[src/rtl/cdt_pkg.sv]
// constants shared by the cascadable dual timer
package cdt_pkg;
	// register indices as printed (byte address = 4 * index)
	localparam logic [9:0] IDX_LOW_COUNT   = 10'h106;
	localparam logic [9:0] IDX_HIGH_HOLD   = 10'h108;
	localparam logic [9:0] IDX_HIGH_COUNT  = 10'h10a;
	localparam logic [9:0] IDX_LOW_PERIOD  = 10'h10c;
	localparam logic [9:0] IDX_HIGH_PERIOD = 10'h10e;
	localparam logic [9:0] IDX_LOW_CTRL    = 10'h110;
	localparam logic [9:0] IDX_HIGH_CTRL   = 10'h112;
	localparam logic [9:0] IDX_IRQ_FLAG    = 10'h114;
	localparam logic [9:0] IDX_IRQ_ENABLE  = 10'h116;
	localparam logic [9:0] IDX_SYS_CTRL    = 10'h118;
	localparam int         ADDR_LSB        = 2;
	// control register fields
	localparam int BIT_TIMER_ON    = 15;
	localparam int BIT_IDLE_STOP   = 13;
	localparam int BIT_GATE_EN     = 6;
	localparam int BIT_PS_HI       = 5;
	localparam int BIT_PS_LO       = 4;
	localparam int BIT_WIDE_MODE   = 3;
	localparam int BIT_CLK_SRC     = 1;
	localparam logic [15:0] CTRL_MASK_LOW  = 16'ha07a;
	localparam logic [15:0] CTRL_MASK_HIGH = 16'ha072;
	localparam logic [15:0] CTRL_RESET     = 16'h0000;
	localparam logic [15:0] PERIOD_RESET   = 16'hffff;
	localparam logic [15:0] ZERO16         = 16'h0000;
	// interrupt flag/enable bits: period flag of each half
	localparam int BIT_IRQ_LOW  = 6;
	localparam int BIT_IRQ_HIGH = 7;
	// system control bits
	localparam int BIT_SLEEP = 0;
	localparam int BIT_IDLE  = 1;
	// prescale terminal counts for 1:1, 1:8, 1:64, 1:256
	localparam logic [7:0] PS_TC1   = 8'h00;
	localparam logic [7:0] PS_TC8   = 8'h07;
	localparam logic [7:0] PS_TC64  = 8'h3f;
	localparam logic [7:0] PS_TC256 = 8'hff;
endpackage : cdt_pkg

[src/rtl/cdt_prescaler.sv]
// prescaler: divides qualified input ticks by 1, 8, 64 or 256
`timescale 1ns/1ps
module cdt_prescaler (
	// clock and reset
	input  wire logic       pclk,
	input  wire logic       presetn,
	// control
	input  wire logic       tick_in,
	input  wire logic       clear,
	input  wire logic [1:0] sel,
	// result
	output logic            tick_out
);
	logic [7:0] cnt_r;
	logic [7:0] tc;
	always_comb begin
		case (sel)
			2'b00:   tc = cdt_pkg::PS_TC1;
			2'b01:   tc = cdt_pkg::PS_TC8;
			2'b10:   tc = cdt_pkg::PS_TC64;
			default: tc = cdt_pkg::PS_TC256;
		endcase
	end
	assign tick_out = tick_in && (cnt_r >= tc);
	always_ff @(posedge pclk or negedge presetn) begin
		if (!presetn)
			cnt_r <= 8'h00;
		else if (clear)
			cnt_r <= 8'h00;
		else if (tick_in)
			cnt_r <= tick_out ? 8'h00 : cnt_r + 8'h01;
	end
endmodule : cdt_prescaler

[src/rtl/cdt_sync.sv]
// three-stage synchroniser for the external gate/clock pin
`timescale 1ns/1ps
module cdt_sync (
	// clock and reset
	input  wire logic pclk,
	input  wire logic presetn,
	// pin and result
	input  wire logic pin,
	output logic      level,
	output logic      rise,
	output logic      fall
);
	logic [2:0] s_r;
	logic       level_r;
	// a change counts only once stages two and three agree
	always_ff @(posedge pclk or negedge presetn) begin
		if (!presetn) begin
			s_r     <= 3'b000;
			level_r <= 1'b0;
		end else begin
			s_r <= {s_r[1:0], pin};
			if (s_r[1] == s_r[2])
				level_r <= s_r[2];
		end
	end
	assign level = level_r;
	assign rise  = (s_r[1] == s_r[2]) && s_r[2] && !level_r;
	assign fall  = (s_r[1] == s_r[2]) && !s_r[2] && level_r;
endmodule : cdt_sync

[src/rtl/cdt_timer.sv]
// cascadable dual 16-bit / single 32-bit timer with apb register access
`timescale 1ns/1ps
module cdt_timer (
	// apb slave
	input  wire logic        pclk,
	input  wire logic        presetn,
	input  wire logic        psel,
	input  wire logic        penable,
	input  wire logic        pwrite,
	input  wire logic [11:0] paddr,
	input  wire logic [31:0] pwdata,
	output logic      [31:0] prdata,
	output logic             pready,
	output logic             pslverr,
	// pins
	input  wire logic        gate_input_pin,
	input  wire logic        high_clk_pin,
	// events
	output logic             adc_trigger,
	output logic             irq
);
	logic [15:0] low_count_r, high_count_r, hold_r;
	logic [15:0] low_period_r, high_period_r;
	logic [15:0] low_ctrl_r, high_ctrl_r;
	logic [1:0]  flag_r, enable_r;
	logic [1:0]  sys_r;
	logic [31:0] prdata_r;
	logic        adc_r, irq_r;

	// bus decode; access completes in its first access cycle
	wire         wr_en  = psel && penable && pwrite;
	wire         rd_en  = psel && penable && !pwrite;
	localparam int ADDR_LSB_W = cdt_pkg::ADDR_LSB;
	wire [9:0]   idx    = paddr[11:ADDR_LSB_W];
	wire         aligned = (paddr[1:0] == 2'b00);
	wire         hit_lc  = aligned && idx == cdt_pkg::IDX_LOW_COUNT;
	wire         hit_hh  = aligned && idx == cdt_pkg::IDX_HIGH_HOLD;
	wire         hit_hc  = aligned && idx == cdt_pkg::IDX_HIGH_COUNT;
	wire         hit_lp  = aligned && idx == cdt_pkg::IDX_LOW_PERIOD;
	wire         hit_hp  = aligned && idx == cdt_pkg::IDX_HIGH_PERIOD;
	wire         hit_lx  = aligned && idx == cdt_pkg::IDX_LOW_CTRL;
	wire         hit_hx  = aligned && idx == cdt_pkg::IDX_HIGH_CTRL;
	wire         hit_fl  = aligned && idx == cdt_pkg::IDX_IRQ_FLAG;
	wire         hit_en  = aligned && idx == cdt_pkg::IDX_IRQ_ENABLE;
	wire         hit_sy  = aligned && idx == cdt_pkg::IDX_SYS_CTRL;
	wire         mapped  = hit_lc | hit_hh | hit_hc | hit_lp | hit_hp | hit_lx | hit_hx | hit_fl | hit_en | hit_sy;
	wire         w_lc = wr_en && hit_lc;
	wire         w_hc = wr_en && hit_hc;
	wire         w_lx = wr_en && hit_lx;
	wire         w_hx = wr_en && hit_hx;
	wire         w_fl = wr_en && hit_fl;

	// control fields
	wire         wide      = low_ctrl_r[cdt_pkg::BIT_WIDE_MODE];
	wire         sleep     = sys_r[cdt_pkg::BIT_SLEEP];
	wire         idle      = sys_r[cdt_pkg::BIT_IDLE];
	wire         lo_on     = low_ctrl_r[cdt_pkg::BIT_TIMER_ON];
	wire         lo_ext    = low_ctrl_r[cdt_pkg::BIT_CLK_SRC];
	wire         lo_gate   = low_ctrl_r[cdt_pkg::BIT_GATE_EN] && !lo_ext;
	wire         lo_idls   = low_ctrl_r[cdt_pkg::BIT_IDLE_STOP];
	wire         hi_on     = high_ctrl_r[cdt_pkg::BIT_TIMER_ON];
	wire         hi_ext    = high_ctrl_r[cdt_pkg::BIT_CLK_SRC];
	wire         hi_idls   = high_ctrl_r[cdt_pkg::BIT_IDLE_STOP];
	wire [1:0]   lo_ps     = low_ctrl_r[cdt_pkg::BIT_PS_HI:cdt_pkg::BIT_PS_LO];
	wire [1:0]   hi_ps     = high_ctrl_r[cdt_pkg::BIT_PS_HI:cdt_pkg::BIT_PS_LO];

	// external pins through synchronisers
	wire         gate_lvl, gate_rise, gate_fall;
	wire         hclk_rise;
	cdt_sync u_gate_sync (
		.pclk    (pclk),
		.presetn (presetn),
		.pin     (gate_input_pin),
		.level   (gate_lvl),
		.rise    (gate_rise),
		.fall    (gate_fall)
	);
	cdt_sync u_hclk_sync (
		.pclk    (pclk),
		.presetn (presetn),
		.pin     (high_clk_pin),
		.level   (),
		.rise    (hclk_rise),
		.fall    ()
	);
	wire         gate_end = lo_on && lo_gate && gate_fall;

	// raw ticks: sleep stops all clocks, idle stops when idle_stop set
	wire         lo_run  = lo_on && !sleep && !(idle && lo_idls);
	wire         hi_run  = hi_on && !sleep && !(idle && hi_idls);
	wire         lo_src  = lo_ext ? gate_rise : (lo_gate ? gate_lvl : 1'b1);
	wire         hi_src  = hi_ext ? hclk_rise : 1'b1;
	wire         lo_tick_raw = lo_run && lo_src;
	wire         hi_tick_raw = !wide && hi_run && hi_src;

	// low prescaler is not cleared while the timer is off (clock halted)
	wire         lo_ps_clr = (w_lc || w_hc || w_lx || w_hx) && lo_on;
	wire         hi_ps_clr = w_lc || w_hc || w_lx || w_hx;
	wire         lo_tick, hi_tick;
	cdt_prescaler u_lo_ps (
		.pclk     (pclk),
		.presetn  (presetn),
		.tick_in  (lo_tick_raw),
		.clear    (lo_ps_clr),
		.sel      (lo_ps),
		.tick_out (lo_tick)
	);
	cdt_prescaler u_hi_ps (
		.pclk     (pclk),
		.presetn  (presetn),
		.tick_in  (hi_tick_raw),
		.clear    (hi_ps_clr),
		.sel      (hi_ps),
		.tick_out (hi_tick)
	);

	// match detection
	wire [31:0]  cnt32   = {high_count_r, low_count_r};
	wire [31:0]  per32   = {high_period_r, low_period_r};
	wire         m32     = wide && lo_tick && (cnt32 == per32);
	wire         m_lo    = !wide && lo_tick && (low_count_r == low_period_r);
	wire         m_hi    = !wide && hi_tick && (high_count_r == high_period_r);
	wire [31:0]  cnt32_inc = cnt32 + 32'h0000_0001;

	// count next values; software writes take priority over counting
	logic [15:0] low_count_nxt, high_count_nxt;
	always_comb begin
		low_count_nxt  = low_count_r;
		high_count_nxt = high_count_r;
		if (wide) begin
			if (m32) begin
				low_count_nxt  = cdt_pkg::ZERO16;
				high_count_nxt = cdt_pkg::ZERO16;
			end else if (lo_tick) begin
				low_count_nxt  = cnt32_inc[15:0];
				high_count_nxt = cnt32_inc[31:16];
			end
		end else begin
			if (m_lo)
				low_count_nxt = cdt_pkg::ZERO16;
			else if (lo_tick)
				low_count_nxt = low_count_r + 16'h0001;
			if (m_hi)
				high_count_nxt = cdt_pkg::ZERO16;
			else if (hi_tick)
				high_count_nxt = high_count_r + 16'h0001;
		end
		if (w_lc) begin
			low_count_nxt = pwdata[15:0];
			if (wide)
				high_count_nxt = hold_r;
		end
		if (w_hc)
			high_count_nxt = pwdata[15:0];
	end

	// hardware sets win over software clears; software writes 1 to clear
	wire [1:0]   flag_set = {m32 || m_hi || (wide && gate_end), m_lo || (!wide && gate_end)};

	// register writes
	always_ff @(posedge pclk or negedge presetn) begin
		if (!presetn) begin
			low_count_r   <= cdt_pkg::ZERO16;
			high_count_r  <= cdt_pkg::ZERO16;
			hold_r        <= cdt_pkg::ZERO16;
			low_period_r  <= cdt_pkg::PERIOD_RESET;
			high_period_r <= cdt_pkg::PERIOD_RESET;
			low_ctrl_r    <= cdt_pkg::CTRL_RESET;
			high_ctrl_r   <= cdt_pkg::CTRL_RESET;
			enable_r      <= 2'b00;
			sys_r         <= 2'b00;
		end else begin
			low_count_r  <= low_count_nxt;
			high_count_r <= high_count_nxt;
			if (rd_en && hit_lc)
				hold_r <= high_count_r;
			else if (wr_en && hit_hh)
				hold_r <= pwdata[15:0];
			if (wr_en && hit_lp)
				low_period_r <= pwdata[15:0];
			if (wr_en && hit_hp)
				high_period_r <= pwdata[15:0];
			if (w_lx)
				low_ctrl_r <= pwdata[15:0] & cdt_pkg::CTRL_MASK_LOW;
			if (w_hx)
				high_ctrl_r <= pwdata[15:0] & cdt_pkg::CTRL_MASK_HIGH;
			if (wr_en && hit_en)
				enable_r <= {pwdata[cdt_pkg::BIT_IRQ_HIGH], pwdata[cdt_pkg::BIT_IRQ_LOW]};
			if (wr_en && hit_sy)
				sys_r <= pwdata[1:0];
		end
	end

	// flag bits map to bits 6 and 7 of the flag word
	logic [15:0] flag_word, enable_word;
	always_comb begin
		flag_word   = cdt_pkg::ZERO16;
		enable_word = cdt_pkg::ZERO16;
		flag_word[cdt_pkg::BIT_IRQ_LOW]    = flag_r[0];
		flag_word[cdt_pkg::BIT_IRQ_HIGH]   = flag_r[1];
		enable_word[cdt_pkg::BIT_IRQ_LOW]  = enable_r[0];
		enable_word[cdt_pkg::BIT_IRQ_HIGH] = enable_r[1];
	end

	// read mux
	logic [15:0] rd_word;
	always_comb begin
		rd_word = cdt_pkg::ZERO16;
		if (hit_lc) rd_word = low_count_r;
		if (hit_hh) rd_word = hold_r;
		if (hit_hc) rd_word = high_count_r;
		if (hit_lp) rd_word = low_period_r;
		if (hit_hp) rd_word = high_period_r;
		if (hit_lx) rd_word = low_ctrl_r;
		if (hit_hx) rd_word = high_ctrl_r;
		if (hit_fl) rd_word = flag_word;
		if (hit_en) rd_word = enable_word;
		if (hit_sy) rd_word = {14'h0000, sys_r};
	end

	// flag write uses bit positions 6/7 of the written word
	wire [1:0] flag_clr_bits = {pwdata[cdt_pkg::BIT_IRQ_HIGH], pwdata[cdt_pkg::BIT_IRQ_LOW]};
	wire [1:0] flag_next_v   = (flag_r & ~(w_fl ? flag_clr_bits : 2'b00)) | flag_set;

	// outputs and flags
	always_ff @(posedge pclk or negedge presetn) begin
		if (!presetn) begin
			flag_r   <= 2'b00;
			prdata_r <= 32'h0000_0000;
			adc_r    <= 1'b0;
			irq_r    <= 1'b0;
			pready   <= 1'b0;
			pslverr  <= 1'b0;
		end else begin
			flag_r   <= flag_next_v;
			prdata_r <= (psel && !penable && !pwrite) ? {16'h0000, rd_word} : prdata_r;
			adc_r    <= m32 || m_hi;
			irq_r    <= |(flag_next_v & enable_r);
			pready   <= psel && !penable;
			pslverr  <= psel && !penable && !mapped;
		end
	end
	assign prdata      = prdata_r;
	assign adc_trigger = adc_r;
	assign irq         = irq_r;

	chk_adc_on_match: assert property (@(posedge pclk) disable iff (!presetn)
		(m32 || m_hi) |=> adc_trigger) else $error("adc trigger missing after match");
	chk_flag_sticky: assert property (@(posedge pclk) disable iff (!presetn)
		(flag_r[1] && !(w_fl && pwdata[cdt_pkg::BIT_IRQ_HIGH])) |=> flag_r[1]) else $error("flag cleared by hw");
	chk_irq_gated: assert property (@(posedge pclk) disable iff (!presetn)
		irq |-> $past(enable_r) != 2'b00) else $error("irq without enable");
	chk_sleep_hold: assert property (@(posedge pclk) disable iff (!presetn)
		(sleep && !w_lc && !w_hc) |=> $stable(low_count_r) && $stable(high_count_r)) else $error("count in sleep");
	chk_ctrl_keep: assert property (@(posedge pclk) disable iff (!presetn)
		(w_lx && !lo_tick && !hi_tick) |=> $stable(low_count_r)) else $error("ctrl write changed count");
	chk_wrap_zero: assert property (@(posedge pclk) disable iff (!presetn)
		(m32 && !w_lc && !w_hc) |=> cnt32 == 32'h0000_0000) else $error("no wrap to zero");
	chk_hold_latch: assert property (@(posedge pclk) disable iff (!presetn)
		(rd_en && hit_lc) |=> hold_r == $past(high_count_r)) else $error("hold not latched");
	chk_gate_low: assert property (@(posedge pclk) disable iff (!presetn)
		(wide && lo_gate && !gate_lvl && !w_lc && !w_hc) |=> $stable(low_count_r)) else $error("gated count moved");
	chk_fall_flag: assert property (@(posedge pclk) disable iff (!presetn)
		(wide && gate_end) |=> flag_r[1]) else $error("gate fall no flag");
	cov_wide_match: cover property (@(posedge pclk) disable iff (!presetn) m32);
	cov_gate_end:   cover property (@(posedge pclk) disable iff (!presetn) gate_end);
	cov_irq:        cover property (@(posedge pclk) disable iff (!presetn) irq);
	cov_split:      cover property (@(posedge pclk) disable iff (!presetn) m_lo && m_hi);
	cov_gate_run:   cover property (@(posedge pclk) disable iff (!presetn) wide && lo_gate && lo_tick);

	// reference tally of raw low ticks since the prescaler last restarted; a control write while
	// the timer is off changes the ratio without a restart, so the tally is untrusted until the next tick
	wire [7:0]   ps_tc_exp = (lo_ps == 2'b00) ? cdt_pkg::PS_TC1 :
		(lo_ps == 2'b01) ? cdt_pkg::PS_TC8 :
		(lo_ps == 2'b10) ? cdt_pkg::PS_TC64 : cdt_pkg::PS_TC256;
	logic [7:0]  ps_seen_r;
	logic        ps_clean_r;
	always_ff @(posedge pclk or negedge presetn) begin
		if (!presetn) begin
			ps_seen_r  <= 8'h00;
			ps_clean_r <= 1'b1;
		end else if (lo_ps_clr || lo_tick) begin
			ps_seen_r  <= 8'h00;
			ps_clean_r <= 1'b1;
		end else begin
			if (lo_tick_raw)
				ps_seen_r <= ps_seen_r + 8'h01;
			if (w_lx)
				ps_clean_r <= 1'b0;
		end
	end

	chk_ps_ratio: assert property (@(posedge pclk) disable iff (!presetn)
		(lo_tick && ps_clean_r) |-> ps_seen_r == ps_tc_exp)
		else $error("prescaler ratio wrong");
	chk_fall_once: assert property (@(posedge pclk) disable iff (!presetn)
		gate_fall |=> !gate_fall)
		else $error("gate fall pulse longer than one cycle");
	chk_hold_load: assert property (@(posedge pclk) disable iff (!presetn)
		(w_lc && wide) |=> high_count_r == $past(hold_r))
		else $error("hold not moved into high count");
	chk_low_wrap: assert property (@(posedge pclk) disable iff (!presetn)
		(m_lo && !w_lc) |=> low_count_r == cdt_pkg::ZERO16)
		else $error("low half did not wrap");
	chk_high_wrap: assert property (@(posedge pclk) disable iff (!presetn)
		(m_hi && !w_hc) |=> high_count_r == cdt_pkg::ZERO16)
		else $error("high half did not wrap");
	chk_low_flag: assert property (@(posedge pclk) disable iff (!presetn)
		m_lo |=> flag_r[0])
		else $error("low match set no flag");
	chk_adc_source: assert property (@(posedge pclk) disable iff (!presetn)
		adc_trigger |-> $past(m32 || m_hi))
		else $error("adc trigger without match");
	chk_wide_high: assert property (@(posedge pclk) disable iff (!presetn)
		(wide && !lo_tick && !w_lc && !w_hc) |=> $stable(high_count_r))
		else $error("high half moved on its own in wide mode");
	chk_gated_step: assert property (@(posedge pclk) disable iff (!presetn)
		(wide && lo_gate && gate_lvl && lo_run && lo_ps == 2'b00 && !m32 && !w_lc && !w_hc)
		|=> cnt32 == $past(cnt32) + 32'h0000_0001) else $error("gated count did not advance");
	chk_irq_off: assert property (@(posedge pclk) disable iff (!presetn)
		(enable_r == 2'b00) |=> !irq)
		else $error("irq raised with enables clear");
	chk_low_sticky: assert property (@(posedge pclk) disable iff (!presetn)
		(flag_r[0] && !(w_fl && pwdata[cdt_pkg::BIT_IRQ_LOW])) |=> flag_r[0])
		else $error("low flag cleared by hw");
	chk_hctrl_keep: assert property (@(posedge pclk) disable iff (!presetn)
		(w_hx && !lo_tick && !hi_tick) |=> $stable(high_count_r))
		else $error("high ctrl write changed count");
endmodule : cdt_timer

[config.mk]
export PLATFORM = sky130hd
export DESIGN_NAME = cdt_timer
export DESIGN_NICKNAME = d
export VERILOG_FILES = /design/src/rtl/cdt_pkg.sv /design/src/rtl/cdt_prescaler.sv /design/src/rtl/cdt_sync.sv /design/src/rtl/cdt_timer.sv
export SDC_FILE = /design/constraint.sdc
export NUM_CORES = 1
export LEC_CHECK = 0
export ABC_CLOCK_PERIOD_IN_PS = 2700
export BUFFER_PORTS_ARGS = -buffer_cell sky130_fd_sc_hd__buf_2
export CAP_MARGIN = 20
export CORE_ASPECT_RATIO = 2
export CORE_MARGIN = 8
export CORE_UTILIZATION = 30
export CTS_CLUSTER_SIZE = 40
export DETAILED_ROUTE_END_ITERATION = 7
export PLACE_DENSITY = 0.44
export SLEW_MARGIN = 0
export SYNTH_ARGS = -nofsm -noshare
export SYNTH_HDL_FRONTEND = slang
export SYNTH_SLANG_ARGS = --single-unit
[constraint.sdc]
create_clock -name pclk -period 2.7 [get_ports pclk]
set_input_delay 0.135 -clock pclk [delete_from_list [all_inputs] [get_ports pclk]]
set_output_delay 0.135 -clock pclk [all_outputs]
set_load 0.05 [all_outputs]
==> summary.txt, run 1 <==
Run status
  – Run status: completed

Yosys
  – Post-synthesis mux area share: around 6.6%
  – Adder-Cell Fraction of Synth Area: 2.83%
  – Post-Syn Area: 8850 um2
  – Synth warn: 0
  – Compound-cell area share of the yosys netlist: 18.3%
  – Post-Synth XOR/XNOR Area: under 10%
  – Post-synth EDFFs: 0
  – Seq/Total Area, Yosys: 40.9%
  – Synth cell types: 80
  – Syn Area/Cell: 9.57 um2
  – FFs w/ async S/R, synth: 100%
  – Synth Instances: 925
  – Synth Register Bits: 143
  – Largest family of logic cells by synthesized area: simple AND/OR/NAND/NOR gates
  – Synth Area in Simple Gates: 19.1%
  – Top FF cell, synth: dfrtp_1

Worst setup path
  – R2r worst-path depth: 11
  – Critical path endpoint: high_count_r[12]
  – R2R Path End: high_count_r[12]
  – Most frequent CP cell: buf_4
  – Slowest cell delay on critical path: ~410 ps
  – R2r startpoint: high_ctrl_r[5]
  – Arrival time at the worst endpoint: 2980 ps
  – Worst EP required: about 3100 ps
  – Slowest CP cell: dfrtp_1
  – CP max FO: 6
  – Crit path capture type: register
  – Worst reg2reg setup slack: 80 ps
  – Setup crit start: high_ctrl_r[5]
  – Critical path cell sequence: or2_2, ha_1, nor3b_2, o221ai_2, o211ai_4, buf_4, buf_4, o21ai_0, buf_4, o31a_1, o21ai_0
  – CP Launch Type: register
  – Crit Path Class: register to register

STA
  – Max Slew Vio Count: 0
  – Worst Tran Pin Value: just under 900 ps
  – Relative slew slack: 42.3%
  – FMAX: 382 MHz
  – Fin crit period: 2620 ps
  – Final clock skew: 10.9 ps
  – Final WS setup: 80.5 ps
  – Final Hold Vio Count: 0
  – Final Setup Violations: 0
  – Fin crit share: 97.0%
  – RSZ-0062 raised after global routing: yes

Routing
  – Vias post-DR: 7754
  – DRC errors left: 0
  – Drt pass-1 iters: 6
  – Post-route ant nets: 0
  – DR vias/cell: 5.54
  – DRT Wirelength: a little over 30000 um
  – Initial drt markers: 615
  – WL per Instance: roughly 22 um

Global routing
  – Met1 GRT Util: 23.0%
  – Overflow left after global routing: 0
  – GRT Max-Usage Layer: met2
  – Initial antenna violation count: 0
  – Global-route wire length before repair: approximately 47000 um
  – Tot GR Track Use: 17.8%
  – Routing usage on met3: 3.33%
  – Met2 usage in global routing: 28.1%
  – Vias in the first global route: roughly 7900
  – Largest net degree at the start of global routing: 77

Power
  – Peak VDD IR: approximately 0.47 mV
  – Clock Power Share: 50.2%
  – Switching power total: 1.25 mW
  – PwrDens: 482 nW/um2
  – Seq pwr share: 42.6%
  – Combinational power share: under 10%
  – P_leak: 4.79 nW
  – P_int: between 3 and 4 mW
  – Sw Share: around 24%

Clocking
  – Clock tree buffer depth: 2
  – Clk slew on worst S/H paths: 70 ps
  – H-tree depth: 4
  – CTS tree: yes
  – Root Buffer: clkbuf_16
  – Clock Sinks: 143
  – CTS buffer count: 17
  – Worst-Skew Late Latency: 450 ps

Placement
  – Dpl hpwl: around 23000 um
  – Post-place instance area: 9890 um2
  – GP Congestion: 0.887
  – Post-Place Cells: 1358
  – I/O Buffers: 54
  – Post-place setup slack: -104 ps

Layout
  – Area grow syn2layout: 21.7%
  – Diodes inserted: 0
  – Cell area after layout: 10800 um2
  – Fin util: 36.8%
  – Layout cell share with drive strength beyond 1: 28.8%
  – Final net count: roughly 1100
  – Layout Cells excl Fill: 1400

Die
  – Starting Density: 30.2%
  – CORE AREA: 29300 um2
  – Top-level I/O count: between 80 and 90
  – Die Width: 137 um
  – Rows: 89
  – Die height: 259 um
  – Die area: 35600 um2

Job
  – Number of max-cap violations: 0

Hold path
  – Hold crit path type: input pin to register
-- cell families (layout without fill, tap and decap cells) --
logic type	after synthesis	count (layout)
AND/OR/NAND/NOR	320	320
AO/OA/AOI/OAI	219	220
flip-flops	143	143
buffers and inverters	103	198
XOR/XNOR	67	67
multiplexers	52	52
adder cells (fa/ha/maj)	20	20
other	1	16
-- registers in the layout, summed over array words and instances (netlist names), 2 cells and up --
signal,count
enable_r,2
flag_r,2
high_count_r,16
high_ctrl_r,6
high_period_r,16
hold_r,16
low_count_r,16
low_ctrl_r,7
low_period_r,16
prdata,16
sys_r,2
u_gate_sync.s_r,3
u_hclk_sync.s_r,3
u_hi_ps.cnt_r,8
u_lo_ps.cnt_r,8
-- cells in the mapped netlist (3+ instances only) --
cell type / n / share of area (%)
xor2_1: 44 / 4.4
a221o_1: 6 / 0.68
nor2b_1: 9 / 0.64
buf_4: 18 / 1.5
o41ai_1: 4 / 0.40
inv_1: 19 / 0.81
buf_2: 32 / 1.8
clkbuf_1: 30 / 1.3
nand2b_1: 8 / 0.57
nor2_1: 56 / 2.4
nand3_1: 30 / 1.7
or4_1: 4 / 0.34
xnor2_1: 23 / 2.3
and4b_1: 3 / 0.34
nand2_1: 105 / 4.5
ha_1: 20 / 2.8
a222oi_1: 18 / 2.0
a211oi_1: 6 / 0.51
and2_1: 6 / 0.42
nor3_1: 14 / 0.79
a221oi_1: 11 / 1.1
a21o_1: 20 / 1.7
nand4_1: 19 / 1.3
dfrtp_1: 111 / 31
o21ai_0: 36 / 2.0
o22ai_1: 9 / 0.64
o31ai_1: 10 / 0.85
a21oi_1: 33 / 1.9
dfstp_2: 32 / 9.5
or3_1: 6 / 0.42
nor3b_1: 4 / 0.34
o21ai_1: 5 / 0.28
mux2_2: 51 / 6.5
nor4_1: 18 / 1.3
or2_2: 6 / 0.42
and3_1: 12 / 0.85
a22oi_1: 31 / 2.6
-- critical path: cells and delay by family, from the launching register on --
kind	cells	cell delay (ps)
AND/OR/NAND/NOR	2	530
buffers and inverters	3	460
AO/OA/AOI/OAI	5	800
flip-flops	1	410
adder cells (fa/ha/maj)	1	310
-- power groups by stage --
| stage | combinational [mW] | clock (mW) | sequential, mW |
|---|---|---|---|
| after floorplan | 0.200 | 0 | 2.25 |
| after global placement | 0.363 | 0 | 2.25 |
| after detailed placement | 0.365 | 0 | 2.25 |
| after CTS | 0.371 | 2.67 | 2.21 |
| after global routing | 0.405 | 2.75 | 2.22 |
| final | 0.370 | 2.61 | 2.21 |
-- cell type report --
| cell class | instances | area [um2] |
|---|---|---|
| Timing Repair Buffer | 146 | 1040 |
| Sequential cell | 143 | 3620 |
| Multi-Input combinational cell | 695 | 4960 |
| Clock inverter | 7 | 160 |
| Tap cell | 364 | 455 |
| Inverter | 20 | 75.1 |
| Fill cell | 3021 | 18500 |
| Clock buffer | 25 | 465 |
-- placed cells by master (no fill, tap or decap), types with 18 or more instances in the layout --
| master | instances |
|---|---|
| dfrtp_1 | 111 |
| a22oi_1 | 31 |
| ha_1 | 19 |
| a21oi_1 | 31 |
| nand2_1 | 105 |
| nor2_1 | 55 |
| o21ai_0 | 34 |
| mux2_2 | 51 |
| a21o_1 | 20 |
| buf_2 | 53 |
| buf_4 | 81 |
| xor2_1 | 44 |
| a222oi_1 | 18 |
| xnor2_1 | 23 |
| nand3_1 | 30 |
| nand4_1 | 19 |
| dfstp_2 | 32 |
-- worst min-delay path by stage --
stage / from / to / slack (ps) / cells after the start
floorplan: presetn / adc_trigger / -160 / 0
global placement: presetn / u_hi_ps.cnt_r[7] / 80 / 1
detailed placement: presetn / u_hi_ps.cnt_r[6] / 80 / 1
finish: pwdata[14] / high_count_r[14] / 30 / 2
CTS: pwdata[2] / high_count_r[2] / 10 / 3
global route: pwdata[2] / high_count_r[2] / 20 / 3
-- routing by layer --
metal / share of wire (%) / vias up
met2: 49 / 223
met1: 43 / 3901
met3: 4.3 / 55
met5: 0 / -
met4: 3.6 / 0
li1: - / 3575
-- per-stage QoR --
stage / setup TNS (ps) / hold slack (ps) / total power, mW
5_1_grt: -44.1 / 21.7 / 5.37
2_1_floorplan: 0 / -161 / 2.45
3_5_place_dp: -472 / 77.7 / 2.62
6_report: 0 / 30.1 / 5.19
3_3_place_gp: -318 / 81.2 / 2.61
4_1_cts: -0.872 / 9.90 / 5.26
-- timing repair --
item,in CTS,in global routing
hold endpoints to repair,39,0
resized for setup,7,29
endpoints found under the setup margin,17,26
hold buffers,4,0
gates cloned,1,1
setup buffers,1,4
pin swaps,5,21
Power figures use the tool's default switching activity.
==> run 2: changes to the inputs <==
--- a/config.mk
+++ b/config.mk
@@ -6,14 +6,15 @@
 export NUM_CORES = 1
 export LEC_CHECK = 0
 export ABC_CLOCK_PERIOD_IN_PS = 2700
-export BUFFER_PORTS_ARGS = -buffer_cell sky130_fd_sc_hd__buf_2
 export CAP_MARGIN = 20
 export CORE_ASPECT_RATIO = 2
 export CORE_MARGIN = 8
 export CORE_UTILIZATION = 30
 export CTS_CLUSTER_SIZE = 40
 export DETAILED_ROUTE_END_ITERATION = 7
-export PLACE_DENSITY = 0.44
+export DONT_BUFFER_PORTS = 1
+export GPL_TIMING_DRIVEN = 0
+export PLACE_DENSITY = 0.41
 export SLEW_MARGIN = 0
 export SYNTH_ARGS = -nofsm -noshare
 export SYNTH_HDL_FRONTEND = slang
==> run 2 against run 1 <==
Global-route usage grew 0.55 points; via count decreased by 1.8%; worst setup slack worse by 11 ps; the run now ends with hold timing left; clock skew increased by 0.60 ps; design area is 1.1% lower; sequential power barely moved; register-to-register slack about the same; wire length is 1.9% higher; final cell count fell by 1.9%; first-iteration DRC count is 6.3% lower.
==> summary.txt, run 2 (synthesized netlist as in run 1, its figures left out) <==
STA
  – Worst Tran Pin Value: 876 ps (+10.4 ps)
  – Relative slew slack: 41.6% (-0.69 points)
  – Hold_ws: -617 ps (-647 ps)
  – Fin crit period: 2630 ps (+10.6 ps)
  – Final Hold Vio Count: 143 (+143)
  – Max Slew Vio Count: 0 (unchanged)
  – Final Setup Violations: 0 (unchanged)
  – Setup_tns: 0 ps (unchanged)
  – FMAX: 380 MHz (-0.40%)
  – Fin crit share: 97.4% (+0.39 points)
  – RSZ-0062 raised after global routing: yes
  – Final WS setup: 69.9 ps (-10.6 ps)
  – Final clock skew: 11.5 ps (+0.602 ps)

Worst setup path
  – Delay-heaviest family, CP: simple AND/OR/NAND/NOR gates
  – Crit path capture type: register
  – CP Buf/Inv Count: 4 (+1)
  – Setup crit start: high_count_r[3]
  – Crit Path Class: register to register
  – CP Launch Type: register
  – R2r startpoint: high_count_r[3]
  – Worst EP required: 3030 ps (-30 ps)
  – Slowest cell delay on critical path: 420 ps (about the same)
  – Slowest CP cell: nor4_1
  – Critical path cell sequence: clkbuf_1, xor2_1, nor4_1, nand4_1, inv_1, a211oi_4, buf_6, buf_4, a2111oi_4, nor3_2
  – CP max FO: 7 (+1)
  – Arrival time at the worst endpoint: 2960 ps (-20 ps)

Layout
  – Commonest non-fill, non-tap cells in the layout: dfrtp_1, nand2_1, nor2_1
  – Area grow syn2layout: 20.4%
  – Layout cell share with drive strength beyond 1: 25.3% (-3.4 points)
  – Final net count: 1068 (-2.4%)
  – Fin util: 36.4% (-0.40 points)
  – Diodes inserted: 0 (unchanged)
  – Commonest non-fill, non-tap cell in the layout: dfrtp_1
  – Fillers: 3033 (+0.40%)
  – Cell area after layout: 10700 um2 (-1.1%)
  – Layout Cells excl Fill: 1374 (-1.9%)

Placement
  – Post-place instance area: 9360 um2 (-5.3%)
  – Post-place setup slack: -778 ps (-674 ps)
  – GP Congestion: 0.861 (-2.9%)
  – Dpl hpwl: 23100 um (+0.56%)
  – I/O Buffers: 0 (-100%)
  – Post-Place Cells: 1304 (-4.0%)

Run status
  – Run status: finished, violations left
  – Failing checks: hold timing

Routing
  – WL per Instance: 23.1 um (+3.8%)
  – Post-route ant nets: 0 (unchanged)
  – Drt pass-1 iters: 5 (-1)
  – DRC errors left: 0 (unchanged)
  – DR vias/cell: 5.54 (about the same)
  – Vias post-DR: 7612 (-1.8%)
  – Initial drt markers: 576 (-6.3%)
  – DRT Wirelength: 31700 um (+1.9%)

Global routing
  – Initial antenna violation count: 0 (unchanged)
  – Vias in the first global route: 7798 (-1.1%)
  – Global-route wire length before repair: 48700 um (+3.0%)
  – Tot GR Track Use: 18.4% (+0.55 points)
  – Largest net degree at the start of global routing: 144 (+87%)
  – Overflow left after global routing: 0 (unchanged)

Power
  – Total power: 4.87 mW (-6.3%)
  – PwrDens: 457 nW/um2 (-5.3%)
  – Peak VDD IR: 0.454 mV (-3.3%)
  – P_leak: 4.58 nW (-4.2%)

Clocking
  – Clock Sinks: 143 (unchanged)
  – Clk slew on worst S/H paths: 60 ps (about the same)
  – CTS buffer count: 17 (unchanged)
  – CTS tree: yes
  – H-tree depth: 4 (unchanged)
  – Worst-Skew Late Latency: 450 ps (about the same)
  – Clock tree buffer depth: 2 (unchanged)
  – Hold_buf cts: 20 (+16)
  – Root Buffer: clkbuf_16

Die
  – Die area: 35600 um2 (unchanged)
  – Starting Density: 30.2% (unchanged)
  – Die height: 259 um (unchanged)
  – Die Width: 137 um (unchanged)
  – Top-level I/O count: 87 (unchanged)
  – Rows: 89 (unchanged)
  – CORE AREA: 29300 um2 (unchanged)

Job
  – Number of max-cap violations: 0 (unchanged)

Hold path
  – Hold crit path type: input pin to asynchronous set/reset pin
## run 2: area by class of cell
class	count	area (um2)	area share, %
flip-flops and latches	143	3620	34.0
clock buffers	21	460	4.32
repair buffers	44	397	3.72
clock inverters	11	110	1.03
inverters	20	77.6	0.728
plain buffers	77	442	4.15
well taps	364	455	4.28
multi-input cells	694	5090	47.8
## run 2: what timing repair did
item,CTS,global route
setup buffers,17,7
resized for setup,31,46
endpoints found under the setup margin,44,31
pin swaps,13,17
hold endpoints to repair,239,143
## run 2: power breakdown
part	internal, mW	switching, mW	total (mW)
Sequential	2.18	0.0555	2.23
Clock	1.32	0.998	2.32
Combinational	0.108	0.206	0.314
Total	3.61	1.26	4.87
## run 2: final timing paths
check	end	slack [ps]	depth (start not counted)
max	high_count_r[0]	70	10
min	u_hi_ps.cnt_r[2]	-620	0
max reg2reg	high_count_r[0]	70	10
min reg2reg	u_gate_sync.s_r[1]	350	0
max in group asynchronous	low_period_r[2]	2930	0
min in group pclk	high_count_r[12]	20	3
## run 2: worst reg2reg max path, delay by kind of cell (launching register included)
family / cells / cell delay, ps
DFF: 1 / 360
and+or+nand+nor: 3 / 770
xor gates and xnor gates: 1 / 220
buffers and inverters: 4 / 750
AOI/OAI and AO/OA: 2 / 400
## run 2: metal layers
metal | vias to the layer above | GRT usage, % | share of wire, % | routed length (um)
met1 | 3868 | 23.3 | 43 | 13800
met5 | - | 0 | 0 | 0
met4 | 0 | 7.04 | 2.8 | 896
li1 | 3521 | - | - | -
met3 | 48 | 3.20 | 3.9 | 1240
met2 | 175 | 30.0 | 50 | 15800
==> run 3: changes to the inputs <==
--- a/config.mk
+++ b/config.mk
@@ -7,7 +7,7 @@
 export LEC_CHECK = 0
 export ABC_CLOCK_PERIOD_IN_PS = 2700
 export CAP_MARGIN = 20
-export CORE_ASPECT_RATIO = 2
+export CORE_ASPECT_RATIO = 1.5
 export CORE_MARGIN = 8
 export CORE_UTILIZATION = 30
 export CTS_CLUSTER_SIZE = 40
==> run 3 against run 2 <==
Total power barely moved; critical endpoint is now high_count_r[15]; final cell count rose by 1.5%; die area fell by 0.62%; the run still ends with hold timing left.
==> summary.txt, run 3 (synthesized netlist as in run 1, its figures left out) <==
Routing
  – DR vias/cell: 5.47 (-1.3%)
  – Post-route ant nets: 0 (unchanged)
  – Vias post-DR: 7620 (+0.11%)
  – DRC errors left: 0 (unchanged)
  – Initial drt markers: 492 (-15%)
  – DRT Wirelength: 33400 um (+5.3%)
  – WL per Instance: 24.0 um (+3.8%)
  – Drt pass-1 iters: 6 (+1)

Run status
  – Run status: finished, violations left
  – Failing checks: hold timing

STA
  – RSZ-0062 raised after global routing: yes
  – Relative slew slack: 42.2% (+0.56 points)
  – Final Hold Vio Count: 143 (unchanged)
  – Final WS setup: 75.9 ps (+5.97 ps)
  – Final clock skew: 9.57 ps (-1.96 ps)
  – Final Setup Violations: 0 (unchanged)
  – FMAX: 381 MHz (+0.23%)
  – Fin crit period: 2620 ps (-5.97 ps)
  – Fin crit share: 97.2% (-0.22 points)
  – Hold_ws: -615 ps (+1.25 ps)
  – Worst Tran Pin Value: 859 ps (-16.4 ps)
  – Max Slew Vio Count: 0 (unchanged)

Placement
  – Post-Place Cells: 1336 (+2.5%)
  – GP Congestion: 0.879 (+2.1%)
  – Post-place instance area: 9410 um2 (+0.47%)
  – Dpl hpwl: 24800 um (+7.5%)
  – Post-place setup slack: -437 ps (+342 ps)
  – I/O Buffers: 0 (unchanged)

Power
  – P_leak: 4.52 nW (-1.3%)
  – Peak VDD IR: 0.433 mV (-4.7%)
  – PwrDens: 462 nW/um2 (+1.2%)

Layout
  – Final net count: 1057 (-1.0%)
  – Diodes inserted: 0 (unchanged)
  – Area grow syn2layout: 18.9%
  – Cell area after layout: 10500 um2 (-1.2%)
  – Layout Cells excl Fill: 1394 (+1.5%)
  – Layout cell share with drive strength beyond 1: 24.1% (-1.2 points)
  – Fin util: 35.9% (-0.44 points)
  – Commonest non-fill, non-tap cells in the layout: nand2_1, dfrtp_1, nor2_1
  – Fillers: 3102 (+2.3%)

Clocking
  – CTS buffer count: 17 (unchanged)
  – Worst-Skew Late Latency: 450 ps (about the same)
  – Hold_buf cts: 20 (unchanged)
  – Clock Sinks: 143 (unchanged)
  – Root Buffer: clkbuf_16
  – CTS tree: yes
  – Clock tree buffer depth: 2 (unchanged)
  – H-tree depth: 4 (unchanged)
  – Clk slew on worst S/H paths: 70 ps (about the same)

Job
  – Number of max-cap violations: 0 (unchanged)

Die
  – CORE AREA: 29300 um2 (about the same)
  – Top-level I/O count: 87 (unchanged)
  – Die Width: 156 um (+14%)
  – Starting Density: 30.2% (about the same)
  – Die height: 226 um (-13%)
  – Rows: 77 (-13%)
  – Die area: 35400 um2 (-0.62%)

Global routing
  – Vias in the first global route: 7606 (-2.5%)
  – Initial antenna violation count: 0 (unchanged)
  – Overflow left after global routing: 0 (unchanged)
  – Tot GR Track Use: 19.2% (+0.84 points)
  – Largest net degree at the start of global routing: 144 (unchanged)
  – Global-route wire length before repair: 49900 um (+2.4%)

Hold path
  – Hold crit path type: input pin to asynchronous set/reset pin

Worst setup path
  – Worst EP required: 3080 ps (+50 ps)
  – Arrival time at the worst endpoint: 3000 ps (+40 ps)
  – Crit Path Class: register to register
  – CP max FO: 9 (+2)
  – CP Launch Type: register
  – Crit path capture type: register
run 3: worst paths after layout:
path	cells after the start	end	slack, ps	startpoint
worst max-delay path	10	high_count_r[15]	80	low_ctrl_r[4]
worst min-delay path	0	low_count_r[11]	-620	presetn
worst max register to register	10	high_count_r[15]	80	low_ctrl_r[4]
worst min register to register	0	u_gate_sync.s_r[1]	350	u_gate_sync.s_r[0]
max in group asynchronous	0	high_period_r[4]	2990	presetn
min in group pclk	3	high_count_r[12]	30	pwdata[12]
run 3: per-stage QoR:
step / setup TNS (ps) / power (mW)
6_report: 0 / 4.86
3_5_place_dp: -10890 / 2.51
3_3_place_gp: -21030 / 2.51
4_1_cts: 0 / 4.95
2_1_floorplan: 0 / 2.45
5_1_grt: -79.7 / 5.04
run 3: layer usage:
layer	GRT usage [%]	part of all wire [%]	vias up
met5	0	0	-
met4	11.9	6.1	0
met3	3.45	4.1	88
met2	34.6	53	232
met1	20.4	37	3809
li1	-	-	3491
run 3: repair_timing:
action	in CTS	in global routing
gates cloned	0	1
buffers inserted	9	6
hold endpoints to repair	238	143
setup endpoints to repair	40	31
pin swaps	10	9
resized for setup	30	39
run 3: worst max-delay path: stages (launching register included):
cell,delay (ps)
dfrtp_1,410
or2_4,260
ha_1,270
nor2b_1,40
o21ai_2,150
a41oi_4,180
or2_1,280
buf_6,150
or4_1,500
a21boi_1,180
o22a_1,140
run 3: cell type report:
type	instances	area, um2	share of cell area, %
Multi-Input combinational cell	694	5000	47.5
Sequential cell	143	3630	34.5
Tap cell	395	494	4.70
Clock buffer	18	439	4.17
Buffer	73	438	4.16
Timing Repair Buffer	37	329	3.13
Clock inverter	14	121	1.15
Inverter	20	75.1	0.713
run 3: power by group:
part,switching (mW),leakage (nW),internal (mW)
sequential,0.0621,1.71,2.18
combinational,0.205,2.54,0.106
clock,1.08,0.274,1.23
